==> src/inc/led_meas_params.svh <==
// Constants of the slot register slice: indices, fields, resets, masks.
// Assumes the includer turns an index into a byte address (index * 4).
`ifndef LED_MEAS_PARAMS_SVH
`define LED_MEAS_PARAMS_SVH

// ----------
// Register indices (byte address is index * 4)
// ----------
`define IDX_SLOT1_LED_B_CURRENT 6'h26
`define IDX_DRIVE_STATUS 6'h27
`define IDX_SLOT2_SELECTS 6'h28
`define IDX_SLOT2_CONFIG_ONE 6'h29
`define IDX_SLOT2_CONFIG_TWO 6'h2A
`define IDX_SLOT2_CONFIG_THREE 6'h2B
`define IDX_SLOT2_CONFIG_FOUR 6'h2C
`define IDX_SLOT2_LED_A_CURRENT 6'h2D

// ----------
// Reset values and writable masks (reserved bits are held at zero)
// ----------
`define RST_LED_CURRENT 8'h00
`define MASK_LED_CURRENT 8'hFF
`define RST_SLOT2_SELECTS 8'h00
`define MASK_SLOT2_SELECTS 8'h4F
`define RST_SLOT2_CONFIG_ONE 8'h18
`define MASK_SLOT2_CONFIG_ONE 8'hDF
`define RST_SLOT2_CONFIG_TWO 8'h3A
`define MASK_SLOT2_CONFIG_TWO 8'hFF
`define RST_SLOT2_CONFIG_THREE 8'h28
`define MASK_SLOT2_CONFIG_THREE 8'hF8
`define RST_SLOT2_CONFIG_FOUR 8'h00
`define MASK_SLOT2_CONFIG_FOUR 8'h77

// ----------
// Field positions
// ----------
`define SEL_AMBIENT_BIT 6
`define SEL_DRV_B_HI 3
`define SEL_DRV_B_LO 2
`define SEL_DRV_A_HI 1
`define SEL_DRV_A_LO 0
`define CFG1_PD_SEL_HI 7
`define CFG1_PD_SEL_LO 6
`define CFG1_TINT_HI 4
`define CFG1_TINT_LO 3
`define CFG1_AVER_HI 2
`define CFG1_AVER_LO 0
`define CFG2_DECIM_BIT 7
`define CFG2_AMB_METHOD_BIT 6
`define CFG2_LED_RANGE_HI 5
`define CFG2_LED_RANGE_LO 4
`define CFG2_CH2_ADC_HI 3
`define CFG2_CH2_ADC_LO 2
`define CFG2_CH1_ADC_HI 1
`define CFG2_CH1_ADC_LO 0
`define CFG3_PD_SETL_HI 7
`define CFG3_PD_SETL_LO 5
`define CFG3_LED_SETL_HI 4
`define CFG3_LED_SETL_LO 3
`define CFG4_CH2_OFF_HI 6
`define CFG4_CH2_OFF_LO 4
`define CFG4_CH1_OFF_HI 2
`define CFG4_CH1_OFF_LO 0

// ----------
// Scaling: one step is 0.125 mA; full scale per range step is 32 mA
// ----------
`define FULL_SCALE_STEP_MA 8'h20
`define TINT_FOR_DECIMATION 2'h3
`define CODE_OFF 8'h00

`endif

==> src/inc/led_meas_pkg.sv <==
// Types shared by the slot configuration slice.
// Assumes nothing beyond a SystemVerilog compiler.
package led_meas_pkg;

    // LED full-scale range code: 32, 64, 96 or 128 mA
    typedef enum logic [1:0] {
        RANGE_32MA,
        RANGE_64MA,
        RANGE_96MA,
        RANGE_128MA
    } led_range_type;

    // One 8-bit drive-current code
    typedef logic [7:0] current_code_type;

    // Delivered current in 0.125 mA steps
    typedef logic [9:0] current_steps_type;

endpackage

==> src/rtl/field_reg.sv <==
// One 8-bit software register with a reset value and a writable mask.
// Assumes the write strobe is a one-cycle pulse on core_clk.
`timescale 1ns/1ps
`default_nettype none

module field_reg #(
    parameter logic [7:0] RESET_VALUE = 8'h00,
    parameter logic [7:0] WRITE_MASK = 8'hFF
) (
    input wire logic core_clk,
    input wire logic sys_rst,
    input wire logic write_strobe,
    input wire logic [7:0] write_data,
    output logic [7:0] value
);

    // ------------------------------------------------------------------
    // Storage
    // ------------------------------------------------------------------
    // Reserved bits never store a one, so they read back as zero
    always_ff @(posedge core_clk) begin
        if (sys_rst) begin
            value <= RESET_VALUE;
        end else if (write_strobe) begin
            value <= write_data & WRITE_MASK;
        end
    end

endmodule

`default_nettype wire

==> src/rtl/led_current_scaler.sv <==
// Turns a drive-current code and a range code into the driver's enable,
// its current in 0.125 mA steps and the range's full scale in mA.
// Assumes code and range come from flops on core_clk.
`timescale 1ns/1ps
`default_nettype none
`include "led_meas_params.svh"

module led_current_scaler
    import led_meas_pkg::*;
(
    input wire logic core_clk,
    input wire logic sys_rst,
    input wire current_code_type code,
    input wire led_range_type range,
    output logic driver_enable,
    output current_steps_type current_steps,
    output logic [7:0] full_scale_ma
);

    // ----------
    // Scaling
    // ----------
    // Step multiplier is range + 1 (1 to 4 eighths of a mA)
    logic [2:0] range_mult;
    current_steps_type next_current_steps;
    logic [7:0] next_full_scale_ma;
    logic next_driver_enable;

    assign range_mult = {1'b0, range} + 3'h1;
    // Current is code times step; 0xFF at range 3 gives 1020 steps
    assign next_current_steps = {2'h0, code} * {7'h00, range_mult};
    // Full scale grows by 32 mA per range code
    assign next_full_scale_ma = {5'h00, range_mult} * `FULL_SCALE_STEP_MA;
    // A zero code keeps the driver off
    assign next_driver_enable = (code != `CODE_OFF);

    // ----------
    // Output flops
    // ----------
    always_ff @(posedge core_clk) begin
        if (sys_rst) begin
            driver_enable <= 1'b0;
            current_steps <= '0;
            full_scale_ma <= 8'h00;
        end else begin
            driver_enable <= next_driver_enable;
            current_steps <= next_driver_enable ? next_current_steps : '0;
            full_scale_ma <= next_full_scale_ma;
        end
    end

endmodule

`default_nettype wire

==> src/rtl/led_meas_config_regs.sv <==
// Slot configuration register slice of an optical front end: drive-current
// codes, selects and measurement settings behind an Avalon-MM slave port,
// with the drive current of each covered driver worked out in hardware.
// Assumes one 125 MHz clock, a synchronous reset, byte addresses on the bus,
// and that the slot-one range and slot-two driver B code arrive from
// neighbouring register logic on the same clock.
`timescale 1ns/1ps
`default_nettype none
`include "led_meas_params.svh"

module led_meas_config_regs
    import led_meas_pkg::*;
(
    input wire logic core_clk,
    input wire logic sys_rst,
    // Avalon-MM slave
    input wire logic [7:0] avs_address,
    input wire logic avs_read,
    input wire logic avs_write,
    input wire logic [3:0] avs_byteenable,
    input wire logic [31:0] avs_writedata,
    output logic [31:0] avs_readdata,
    output logic avs_waitrequest,
    // Neighbouring slot settings, same clock
    input wire led_range_type slot1_led_full_scale_range,
    input wire current_code_type slot2_driver_b_current_code,
    // Slot-one driver B
    output current_code_type slot1_driver_b_current_code,
    output logic slot1_led_driver_b_enable,
    output current_steps_type slot1_led_driver_b_steps,
    // Slot-two selects
    output logic slot2_ambient_only,
    output logic [1:0] slot2_led_driver_b_select,
    output logic [1:0] slot2_led_driver_a_select,
    // Slot-two measurement settings
    output logic [1:0] slot2_photodiode_select,
    output logic [1:0] slot2_integration_time,
    output logic [2:0] slot2_averaging,
    output logic slot2_decimation_filter_enable,
    output logic slot2_ambient_method_select,
    output led_range_type slot2_led_full_scale_range,
    output logic [1:0] slot2_chan2_adc_range,
    output logic [1:0] slot2_chan1_adc_range,
    output logic [2:0] slot2_photodiode_settling,
    output logic [1:0] slot2_led_settling,
    output logic [2:0] slot2_chan2_offset_code,
    output logic [2:0] slot2_chan1_offset_code,
    // Slot-two drivers
    output current_code_type slot2_driver_a_current_code,
    output logic slot2_led_driver_a_enable,
    output current_steps_type slot2_led_driver_a_steps,
    output logic slot2_led_driver_b_enable,
    output current_steps_type slot2_led_driver_b_steps,
    output logic [7:0] slot2_full_scale_ma,
    output logic slot2_decimation_config_ok
);

    // ----------
    // Bus handshake
    // ----------
    // Word index taken from the byte address; low two bits are ignored
    wire logic [5:0] addr_index;
    // A request is served once, in the cycle waitrequest stands high
    wire logic serve;
    // Write applies only when the low byte lane is enabled
    wire logic write_low_lane;

    assign addr_index = avs_address[7:2];
    assign serve = (avs_read | avs_write) & avs_waitrequest;
    assign write_low_lane = serve & avs_write & avs_byteenable[0];

    // ----------
    // Address decode
    // ----------
    // One select per mapped word
    wire logic hit_slot1_led_b = (addr_index == `IDX_SLOT1_LED_B_CURRENT);
    wire logic hit_status = (addr_index == `IDX_DRIVE_STATUS);
    wire logic hit_selects = (addr_index == `IDX_SLOT2_SELECTS);
    wire logic hit_config_one = (addr_index == `IDX_SLOT2_CONFIG_ONE);
    wire logic hit_config_two = (addr_index == `IDX_SLOT2_CONFIG_TWO);
    wire logic hit_config_three = (addr_index == `IDX_SLOT2_CONFIG_THREE);
    wire logic hit_config_four = (addr_index == `IDX_SLOT2_CONFIG_FOUR);
    wire logic hit_slot2_led_a = (addr_index == `IDX_SLOT2_LED_A_CURRENT);

    // ----------
    // Register storage
    // ----------
    // Raw register values
    logic [7:0] slot1_led_b_current;
    logic [7:0] slot2_selects;
    logic [7:0] slot2_config_one;
    logic [7:0] slot2_config_two;
    logic [7:0] slot2_config_three;
    logic [7:0] slot2_config_four;
    logic [7:0] slot2_led_a_current;

    // Slot-one driver B code, full 8 bits, reset zero
    field_reg #(
        .RESET_VALUE(`RST_LED_CURRENT),
        .WRITE_MASK(`MASK_LED_CURRENT)
    ) u_slot1_led_b_current (
        .core_clk(core_clk),
        .sys_rst(sys_rst),
        .write_strobe(write_low_lane & hit_slot1_led_b),
        .write_data(avs_writedata[7:0]),
        .value(slot1_led_b_current)
    );

    // Slot-two selects, bits 7, 5 and 4 reserved
    field_reg #(
        .RESET_VALUE(`RST_SLOT2_SELECTS),
        .WRITE_MASK(`MASK_SLOT2_SELECTS)
    ) u_slot2_selects (
        .core_clk(core_clk),
        .sys_rst(sys_rst),
        .write_strobe(write_low_lane & hit_selects),
        .write_data(avs_writedata[7:0]),
        .value(slot2_selects)
    );

    // Slot-two config one, bit 5 reserved, integration resets to 3
    field_reg #(
        .RESET_VALUE(`RST_SLOT2_CONFIG_ONE),
        .WRITE_MASK(`MASK_SLOT2_CONFIG_ONE)
    ) u_slot2_config_one (
        .core_clk(core_clk),
        .sys_rst(sys_rst),
        .write_strobe(write_low_lane & hit_config_one),
        .write_data(avs_writedata[7:0]),
        .value(slot2_config_one)
    );

    // Slot-two config two, range resets to 3 and ADC ranges to 2
    field_reg #(
        .RESET_VALUE(`RST_SLOT2_CONFIG_TWO),
        .WRITE_MASK(`MASK_SLOT2_CONFIG_TWO)
    ) u_slot2_config_two (
        .core_clk(core_clk),
        .sys_rst(sys_rst),
        .write_strobe(write_low_lane & hit_config_two),
        .write_data(avs_writedata[7:0]),
        .value(slot2_config_two)
    );

    // Slot-two config three, bits 2:0 reserved, settling codes reset to 1
    field_reg #(
        .RESET_VALUE(`RST_SLOT2_CONFIG_THREE),
        .WRITE_MASK(`MASK_SLOT2_CONFIG_THREE)
    ) u_slot2_config_three (
        .core_clk(core_clk),
        .sys_rst(sys_rst),
        .write_strobe(write_low_lane & hit_config_three),
        .write_data(avs_writedata[7:0]),
        .value(slot2_config_three)
    );

    // Slot-two config four, bits 7 and 3 reserved
    field_reg #(
        .RESET_VALUE(`RST_SLOT2_CONFIG_FOUR),
        .WRITE_MASK(`MASK_SLOT2_CONFIG_FOUR)
    ) u_slot2_config_four (
        .core_clk(core_clk),
        .sys_rst(sys_rst),
        .write_strobe(write_low_lane & hit_config_four),
        .write_data(avs_writedata[7:0]),
        .value(slot2_config_four)
    );

    // Slot-two driver A code, full 8 bits, reset zero
    field_reg #(
        .RESET_VALUE(`RST_LED_CURRENT),
        .WRITE_MASK(`MASK_LED_CURRENT)
    ) u_slot2_led_a_current (
        .core_clk(core_clk),
        .sys_rst(sys_rst),
        .write_strobe(write_low_lane & hit_slot2_led_a),
        .write_data(avs_writedata[7:0]),
        .value(slot2_led_a_current)
    );

    // ----------
    // Field split
    // ----------
    // Slot-two range code taken from bits 5:4 of config two
    wire led_range_type slot2_range_field;
    assign slot2_range_field =
        led_range_type'(slot2_config_two[`CFG2_LED_RANGE_HI:`CFG2_LED_RANGE_LO]);

    // Field outputs are wires onto register flops
    assign slot1_driver_b_current_code = slot1_led_b_current;
    assign slot2_ambient_only = slot2_selects[`SEL_AMBIENT_BIT];
    assign slot2_led_driver_b_select = slot2_selects[`SEL_DRV_B_HI:`SEL_DRV_B_LO];
    assign slot2_led_driver_a_select = slot2_selects[`SEL_DRV_A_HI:`SEL_DRV_A_LO];
    assign slot2_photodiode_select = slot2_config_one[`CFG1_PD_SEL_HI:`CFG1_PD_SEL_LO];
    assign slot2_integration_time = slot2_config_one[`CFG1_TINT_HI:`CFG1_TINT_LO];
    assign slot2_averaging = slot2_config_one[`CFG1_AVER_HI:`CFG1_AVER_LO];
    assign slot2_decimation_filter_enable = slot2_config_two[`CFG2_DECIM_BIT];
    assign slot2_ambient_method_select = slot2_config_two[`CFG2_AMB_METHOD_BIT];
    assign slot2_led_full_scale_range = slot2_range_field;
    assign slot2_chan2_adc_range = slot2_config_two[`CFG2_CH2_ADC_HI:`CFG2_CH2_ADC_LO];
    assign slot2_chan1_adc_range = slot2_config_two[`CFG2_CH1_ADC_HI:`CFG2_CH1_ADC_LO];
    assign slot2_photodiode_settling = slot2_config_three[`CFG3_PD_SETL_HI:`CFG3_PD_SETL_LO];
    assign slot2_led_settling = slot2_config_three[`CFG3_LED_SETL_HI:`CFG3_LED_SETL_LO];
    assign slot2_chan2_offset_code = slot2_config_four[`CFG4_CH2_OFF_HI:`CFG4_CH2_OFF_LO];
    assign slot2_chan1_offset_code = slot2_config_four[`CFG4_CH1_OFF_HI:`CFG4_CH1_OFF_LO];
    assign slot2_driver_a_current_code = slot2_led_a_current;

    // ----------
    // Drive-current scaling
    // ----------
    // Slot-one driver B scales by slot one's range from next door
    led_current_scaler u_slot1_drv_b (
        .core_clk(core_clk),
        .sys_rst(sys_rst),
        .code(slot1_led_b_current),
        .range(slot1_led_full_scale_range),
        .driver_enable(slot1_led_driver_b_enable),
        .current_steps(slot1_led_driver_b_steps),
        .full_scale_ma()
    );

    // Slot-two driver A; also reports the slot's full scale
    led_current_scaler u_slot2_drv_a (
        .core_clk(core_clk),
        .sys_rst(sys_rst),
        .code(slot2_led_a_current),
        .range(slot2_range_field),
        .driver_enable(slot2_led_driver_a_enable),
        .current_steps(slot2_led_driver_a_steps),
        .full_scale_ma(slot2_full_scale_ma)
    );

    // Slot-two driver B shares the same range as driver A
    led_current_scaler u_slot2_drv_b (
        .core_clk(core_clk),
        .sys_rst(sys_rst),
        .code(slot2_driver_b_current_code),
        .range(slot2_range_field),
        .driver_enable(slot2_led_driver_b_enable),
        .current_steps(slot2_led_driver_b_steps),
        .full_scale_ma()
    );

    // ----------
    // Decimation setting check
    // ----------
    // The decimation filter only works at the longest integration time
    wire logic next_decimation_config_ok;
    assign next_decimation_config_ok = ~slot2_decimation_filter_enable
        | (slot2_integration_time == `TINT_FOR_DECIMATION);

    always_ff @(posedge core_clk) begin
        if (sys_rst) begin
            slot2_decimation_config_ok <= 1'b1;
        end else begin
            slot2_decimation_config_ok <= next_decimation_config_ok;
        end
    end

    // ----------
    // Read path
    // ----------
    // Read-only status: driver enables and decimation check
    wire logic [7:0] drive_status;
    assign drive_status = {4'h0, slot2_decimation_config_ok, slot2_led_driver_b_enable,
        slot2_led_driver_a_enable, slot1_led_driver_b_enable};

    // Unmapped words read as zero
    wire logic [7:0] read_value;
    assign read_value =
        hit_slot1_led_b ? slot1_led_b_current :
        hit_status ? drive_status :
        hit_selects ? slot2_selects :
        hit_config_one ? slot2_config_one :
        hit_config_two ? slot2_config_two :
        hit_config_three ? slot2_config_three :
        hit_config_four ? slot2_config_four :
        hit_slot2_led_a ? slot2_led_a_current : 8'h00;

    // Waitrequest drops for exactly one cycle per request
    always_ff @(posedge core_clk) begin
        if (sys_rst) begin
            avs_waitrequest <= 1'b1;
            avs_readdata <= 32'h0000_0000;
        end else if (serve) begin
            // Answer: capture read data, release the master next edge
            avs_waitrequest <= 1'b0;
            avs_readdata <= avs_read ? {24'h00_0000, read_value} : 32'h0000_0000;
        end else begin
            // Back to waiting for the next request
            avs_waitrequest <= 1'b1;
        end
    end

endmodule

`default_nettype wire

==> config.mk <==
export PLATFORM = sky130hd
export DESIGN_NAME = led_meas_config_regs
export DESIGN_NICKNAME = d
export VERILOG_FILES = /design/src/inc/led_meas_pkg.sv /design/src/rtl/field_reg.sv /design/src/rtl/led_current_scaler.sv /design/src/rtl/led_meas_config_regs.sv
export VERILOG_INCLUDE_DIRS = /design/src /design/src/inc
export SDC_FILE = /design/constraint.sdc
export NUM_CORES = 1
export LEC_CHECK = 0
export ABC_AREA = 1
export BUFFER_PORTS_ARGS = -buffer_cell sky130_fd_sc_hd__buf_2
export CAP_MARGIN = 20
export CORE_UTILIZATION = 40
export CTS_CLUSTER_SIZE = 24
export DETAILED_ROUTE_END_ITERATION = 8
export HOLD_SLACK_MARGIN = 0.06
export MAX_ROUTING_LAYER = met4
export PLACE_DENSITY = 0.71
export SLEW_MARGIN = 20
export SYNTH_ARGS = -nofsm -noshare
export SYNTH_HDL_FRONTEND = slang
export SYNTH_SLANG_ARGS = --single-unit
==> constraint.sdc <==
create_clock -name core_clk -period 3.05 [get_ports core_clk]
set_clock_uncertainty 0.1 [all_clocks]
set_input_delay 0.1525 -clock core_clk [delete_from_list [all_inputs] [get_ports core_clk]]
set_output_delay 0.1525 -clock core_clk [all_outputs]
set_load 0.02 [all_outputs]
# After elaboration in Yosys (flattened, before gate mapping)
# Index checks and enable logic that the tools add are counted.
# word_totals
inputBits	58
reg_bits	122
# classes
reduce_logical	6
n_mux	10
n_addsub	2
n_eq_ne	9
mul	3
n_bitwise	16
# op_table
op	count
8-bit two-way mux	9
6-bit == test, second input constant	8
8-bit by 3-bit multiplier with 10-bit output	3
8-bit nonzero test	3
1-bit AND	10
2-bit by 1-bit adder with 3-bit output, second input constant	2
2-bit OR reduction	3
1-bit inverter	4
2-bit == test, second input constant	1
1-bit bitwise OR	2
1-bit two-way mux	1

# Longest topological paths before layout
# logic_depth
word_depth	10
depth_mapped	16

# Cells and area by module
# A second synthesis with hierarchy kept.
# unflattened
hier_cells	989
area_unflattened_um2	6615.1
# modules_own_cells
mod	cells_per_inst	seq_area_each_um2	instances	area_each_um2
led_current_scaler at u_slot2_drv_a ...	153	280.3	2	1097.3
led_meas_config_regs	232	200.2	1	1303.8
led_current_scaler at u_slot1_drv_b	153	280.3	1	1102.3
field_reg at u_slot1_led_b_current ...	51	160.2	2	341.6
field_reg at u_slot2_config_two	43	160.2	1	304.0
field_reg at u_slot2_config_one	43	140.1	1	289.0
field_reg at u_slot2_config_four	41	120.1	1	266.5
field_reg at u_slot2_config_three	33	100.1	1	236.5
field_reg at u_slot2_selects	36	100.1	1	235.2

# Least setup slack after synthesis
# Ideal clock, no wire load.
# synth_timing
kind	register -> register
start	register u_slot2_config_two.value[4]
end	register u_slot2_drv_a.current_steps[8]
t_required_ns	2.880
arrival_ns	3.101
setup_slack_ns	-0.220
path_stages_with_launch	16
path_buffers	2
period_less_slack_ns	3.270
cell_sequence	dfxtp_1 ha_1 clkbuf_1 clkbuf_1 nand2_1 fa_1 inv_1 ha_1 inv_1 nor2_1 o21ai_0 nand2_1 a21oi_1 o21bai_1 or2_2 a21oi_1
# synth_between
elab_chain_cells	2
# synth_rtl
element	line	text
start, declared	field_reg.sv:14	output logic [7:0] value
start signal, assigned	field_reg.sv:25	value <= write_data & WRITE_MASK;
2-bit by 1-bit adder with 3-bit output	led_current_scaler.sv:29	assign range_mult = {1'b0, range} + 3'h1;
named net u_slot2_drv_a.next_full_scale_ma[7]	led_current_scaler.sv:26	logic [7:0] next_full_scale_ma;
8-bit by 3-bit multiplier with 10-bit output	led_current_scaler.sv:31	assign next_current_steps = {2'h0, code} * {7'h00, range_mult};
end signal, assigned	led_current_scaler.sv:47	current_steps <= next_driver_enable ? next_current_steps : '0;
end, declared	led_current_scaler.sv:16	output current_steps_type current_steps,
# The timed path passes the listed nets, and every way through them passes these cells.
# A chain may end at the register's enable or synchronous reset.

# Final worst setup path
# layout_timing
start	register u_slot2_config_two.value[5]
end	register u_slot2_drv_a.current_steps[8]
# The elaborated chain is that of the path after synthesis.

==> flow_summary.ini <==
[worst_hold_path]
worst_hold_path_type = in2reg

[setup_path]
worstPathRequired_ns = 3.24
rrSetupSlack_ns = 0.25
worstSetupEndpointType = register
critical_path.max_fanout = 9
startpoint_type = register
arrival_ns = 2.98
path_class = reg2reg

[route]
first_iter_violations = 347
wl_per_cell_um = 13.3
wirelength_um = 14400
vias = 5056
drt_pre_antenna_iters = 5
drt-vias-per-instance = 4.68
ant_nets = 0
drc = 0

[logic_synthesis]
synth_top_area_cell = dfxtp_1
ys_seq_area_share_pct = 33.8
synth_top_area_share_pct = 33.8
synth_seq_cells = 93
synth_area_mm2 = 0.00551
yosysWarningCount = 0
async_flop_share_pct = 0
synth-edff-count = 0
ys_types = 34
ys.flop_type = dfxtp_1
netlist_instances = 765
netlist_top_cells_area = dfxtp_1 (34%), nand2_1 (12%), inv_1 (8.5%)
avgSynthCellArea_um2 = 7.20

[floorplanning]
coreArea_mm2 = 0.0133
die_area_mm2 = 0.0142
ioPinCount = 180
dieWidth_um = 119
rows = 42
start_util_pct = 41.2
die_h_um = 119

[power]
p_clk_share_pct = 44.0
comb_power_share_pct = 8.6
powerDensity_mw_per_mm2 = 392
seqPwrFrac_pct = 47.3
leakagePower_nw = 3.44
total_power_mw = 2.60
p_sw_mw = 0.675
ir_worst_vdd_mv = 0.253
swShare_pct = 26.0
internal_power_mw = 1.93

[run_status]
status = finished clean

[job]
drv_cap = 0

[global_route]
grt_pass1_wl_um = 23000
grt_pass1_vias = 4478
grt_overflow = 0
antenna_found_initial = 0
grtUsageTotal_pct = 21.4
grt_max_degree = 24

[place]
gp_congestion = 0.914
port_buffers = 121
hpwlAfterDp_um = 11100
pre_cts_slack_ns = 0.0736

[final_layout]
area_growth_pct = 20.7
drive_gt1_share_pct = 20.1
multi_input_area_mm2 = 0.00298
antenna_cells = 0
seq_area_mm2 = 0.00186
fin_nets = 1008
fillers = 1360

[cts]
clock-sinks = 93
tritoncts = yes
clkLatencyLatePin_ns = 0.36
cts-buffers-inserted = 9
cts_max_level = 3
clk_path_buf_depth = 2
path_clk_slew_ns = 0.07
cts_root_buffer = clkbuf_16

[timing]
slew-limit-headroom_pct = 59.4
setup_tns_ns = 0
setup_viol = 0
rsz0062_at_grt = no
min_period_over_period_pct = 91.8
maxSlewViolCount = 0
period_minus_slack_ns = 2.80
fmax_ghz = 0.357
holdWs_ns = 0.0752
hold_viol_final = 0
tightestPinTransition_ns = 0.609
worst_slack_ns = 0.251
-- metrics by stage --
stage	instances	area [um2]	util (%)
2_1_floorplan	793	5620	-
3_3_place_gp	1055	6230	46.7
3_5_place_dp	1055	6230	46.7
4_1_cts	1080	6620	49.6
5_1_grt	1081	6650	49.8
6_report	1081	6650	49.8
-- sequential cells by signal, indices dropped and copies added (netlist names) --
register	count
u_slot1_drv_b.current_steps	10
u_slot2_drv_a.current_steps	10
slot2_decimation_config_ok	1
u_slot2_config_four.value	6
u_slot1_led_b_current.value	8
u_slot2_config_one.value	7
avs_waitrequest	1
u_slot2_led_a_current.value	8
u_slot2_drv_a.full_scale_ma	3
u_slot2_config_three.value	5
u_slot2_drv_a.driver_enable	1
u_slot2_drv_b.driver_enable	1
u_slot2_config_two.value	8
u_slot2_selects.value	5
avs_readdata	8
u_slot2_drv_b.current_steps	10
u_slot1_drv_b.driver_enable	1
-- repair_timing --
item / in CTS / in global routing
setup buffers: 0 / 1
gates resized for setup: 0 / 3
hold buffers: 9 / 0
setup endpoints to repair: 0 / 5
hold endpoints to repair: 15 / 0
-- synthesized netlist by cell type (all sizes together) (6+ instances only) --
| cell | n |
|---|---|
| o211ai | 6 |
| buf | 34 |
| nor2 | 63 |
| nand3 | 26 |
| nor3 | 10 |
| clkbuf | 12 |
| ha | 29 |
| inv | 131 |
| a21oi | 72 |
| fa | 21 |
| or2 | 9 |
| nand2 | 175 |
| o21bai | 8 |
| o21ai | 58 |
| dfxtp | 93 |
-- cells by family after synthesis --
group / synth area share (%)
xor gates and xnor gates: 0.477
DFF: 33.8
adders and majority gates: 14.2
AOI/OAI and AO/OA: 14.5
and+or+nand+nor: 22.7
buffers and inverters: 14.2
other: 0.0681
-- power by group through the flow --
| stage | clock network, mW | registers [mW] | logic (mW) |
|---|---|---|---|
| 2_1_floorplan | 0 | 1.28 | 0.149 |
| 6_report | 1.15 | 1.23 | 0.225 |
| 3_3_place_gp | 0 | 1.26 | 0.212 |
| 4_1_cts | 1.17 | 1.23 | 0.223 |
| 5_1_grt | 1.23 | 1.23 | 0.249 |
| 3_5_place_dp | 0 | 1.26 | 0.213 |
-- cells in the final DEF, fill, tap and decap left out, types with 5 or more instances in the layout --
| cell type | synthesis | final |
|---|---|---|
| nor3_1 | 9 | 9 |
| o21bai_1 | 8 | 8 |
| o21ai_0 | 54 | 54 |
| inv_2 | 7 | 7 |
| o211ai_1 | 6 | 6 |
| nand3_1 | 25 | 25 |
| nor2_1 | 56 | 56 |
| inv_1 | 124 | 123 |
| buf_4 | 30 | 12 |
| a21oi_1 | 72 | 72 |
| dlygate4sd3_1 | 0 | 9 |
| fa_1 | 21 | 21 |
| buf_2 | 3 | 121 |
| dfxtp_1 | 93 | 91 |
| conb_1 | 1 | 29 |
| or2_2 | 8 | 8 |
| ha_1 | 29 | 28 |
| nand2_2 | 5 | 5 |
| clkbuf_16 | 0 | 9 |
| nand2_1 | 170 | 170 |
-- layout make-up --
| type | count | area share [%] |
|---|---|---|
| Clock buffer | 9 | 3.39 |
| Timing Repair Buffer | 142 | 11.8 |
| Clock inverter | 7 | 1.11 |
| Sequential cell | 93 | 28.1 |
| Multi-Input combinational cell | 523 | 44.9 |
| Tap cell | 176 | 3.31 |
| Inverter | 131 | 7.46 |
-- critical path: stages, from the launching register on --
cell,delay [ns]
dfxtp_2,0.35
ha_4,0.33
nand2_1,0.07
inv_1,0.08
fa_1,0.43
ha_1,0.22
inv_1,0.07
fa_1,0.19
nor2_1,0.05
o21ai_0,0.14
nand2_1,0.10
a21oi_1,0.13
o21bai_1,0.08
or2_2,0.27
a21oi_1,0.11
-- routing by layer --
metal  routed length (um)  up-vias  global-route usage (%)
li1                     -     2623                       -
met1                 7100     2252                    30.4
met3                 1000       15                    4.69
met5                    0        -                       -
met4                  218        0                    6.09
met2                 6090      166                    30.4
-- path summary, 6_finish.rpt --
check                              start                        endpoint  cells after the start
max reg2reg  u_slot2_config_two.value[5]  u_slot2_drv_a.current_steps[8]                     14
max          u_slot2_config_two.value[5]  u_slot2_drv_a.current_steps[8]                     14
min                     avs_writedata[1]    u_slot2_config_four.value[1]                      3
min reg2reg  u_slot2_config_two.value[7]      slot2_decimation_config_ok                      1
Note: power is estimated with default switching activity, not from simulation.
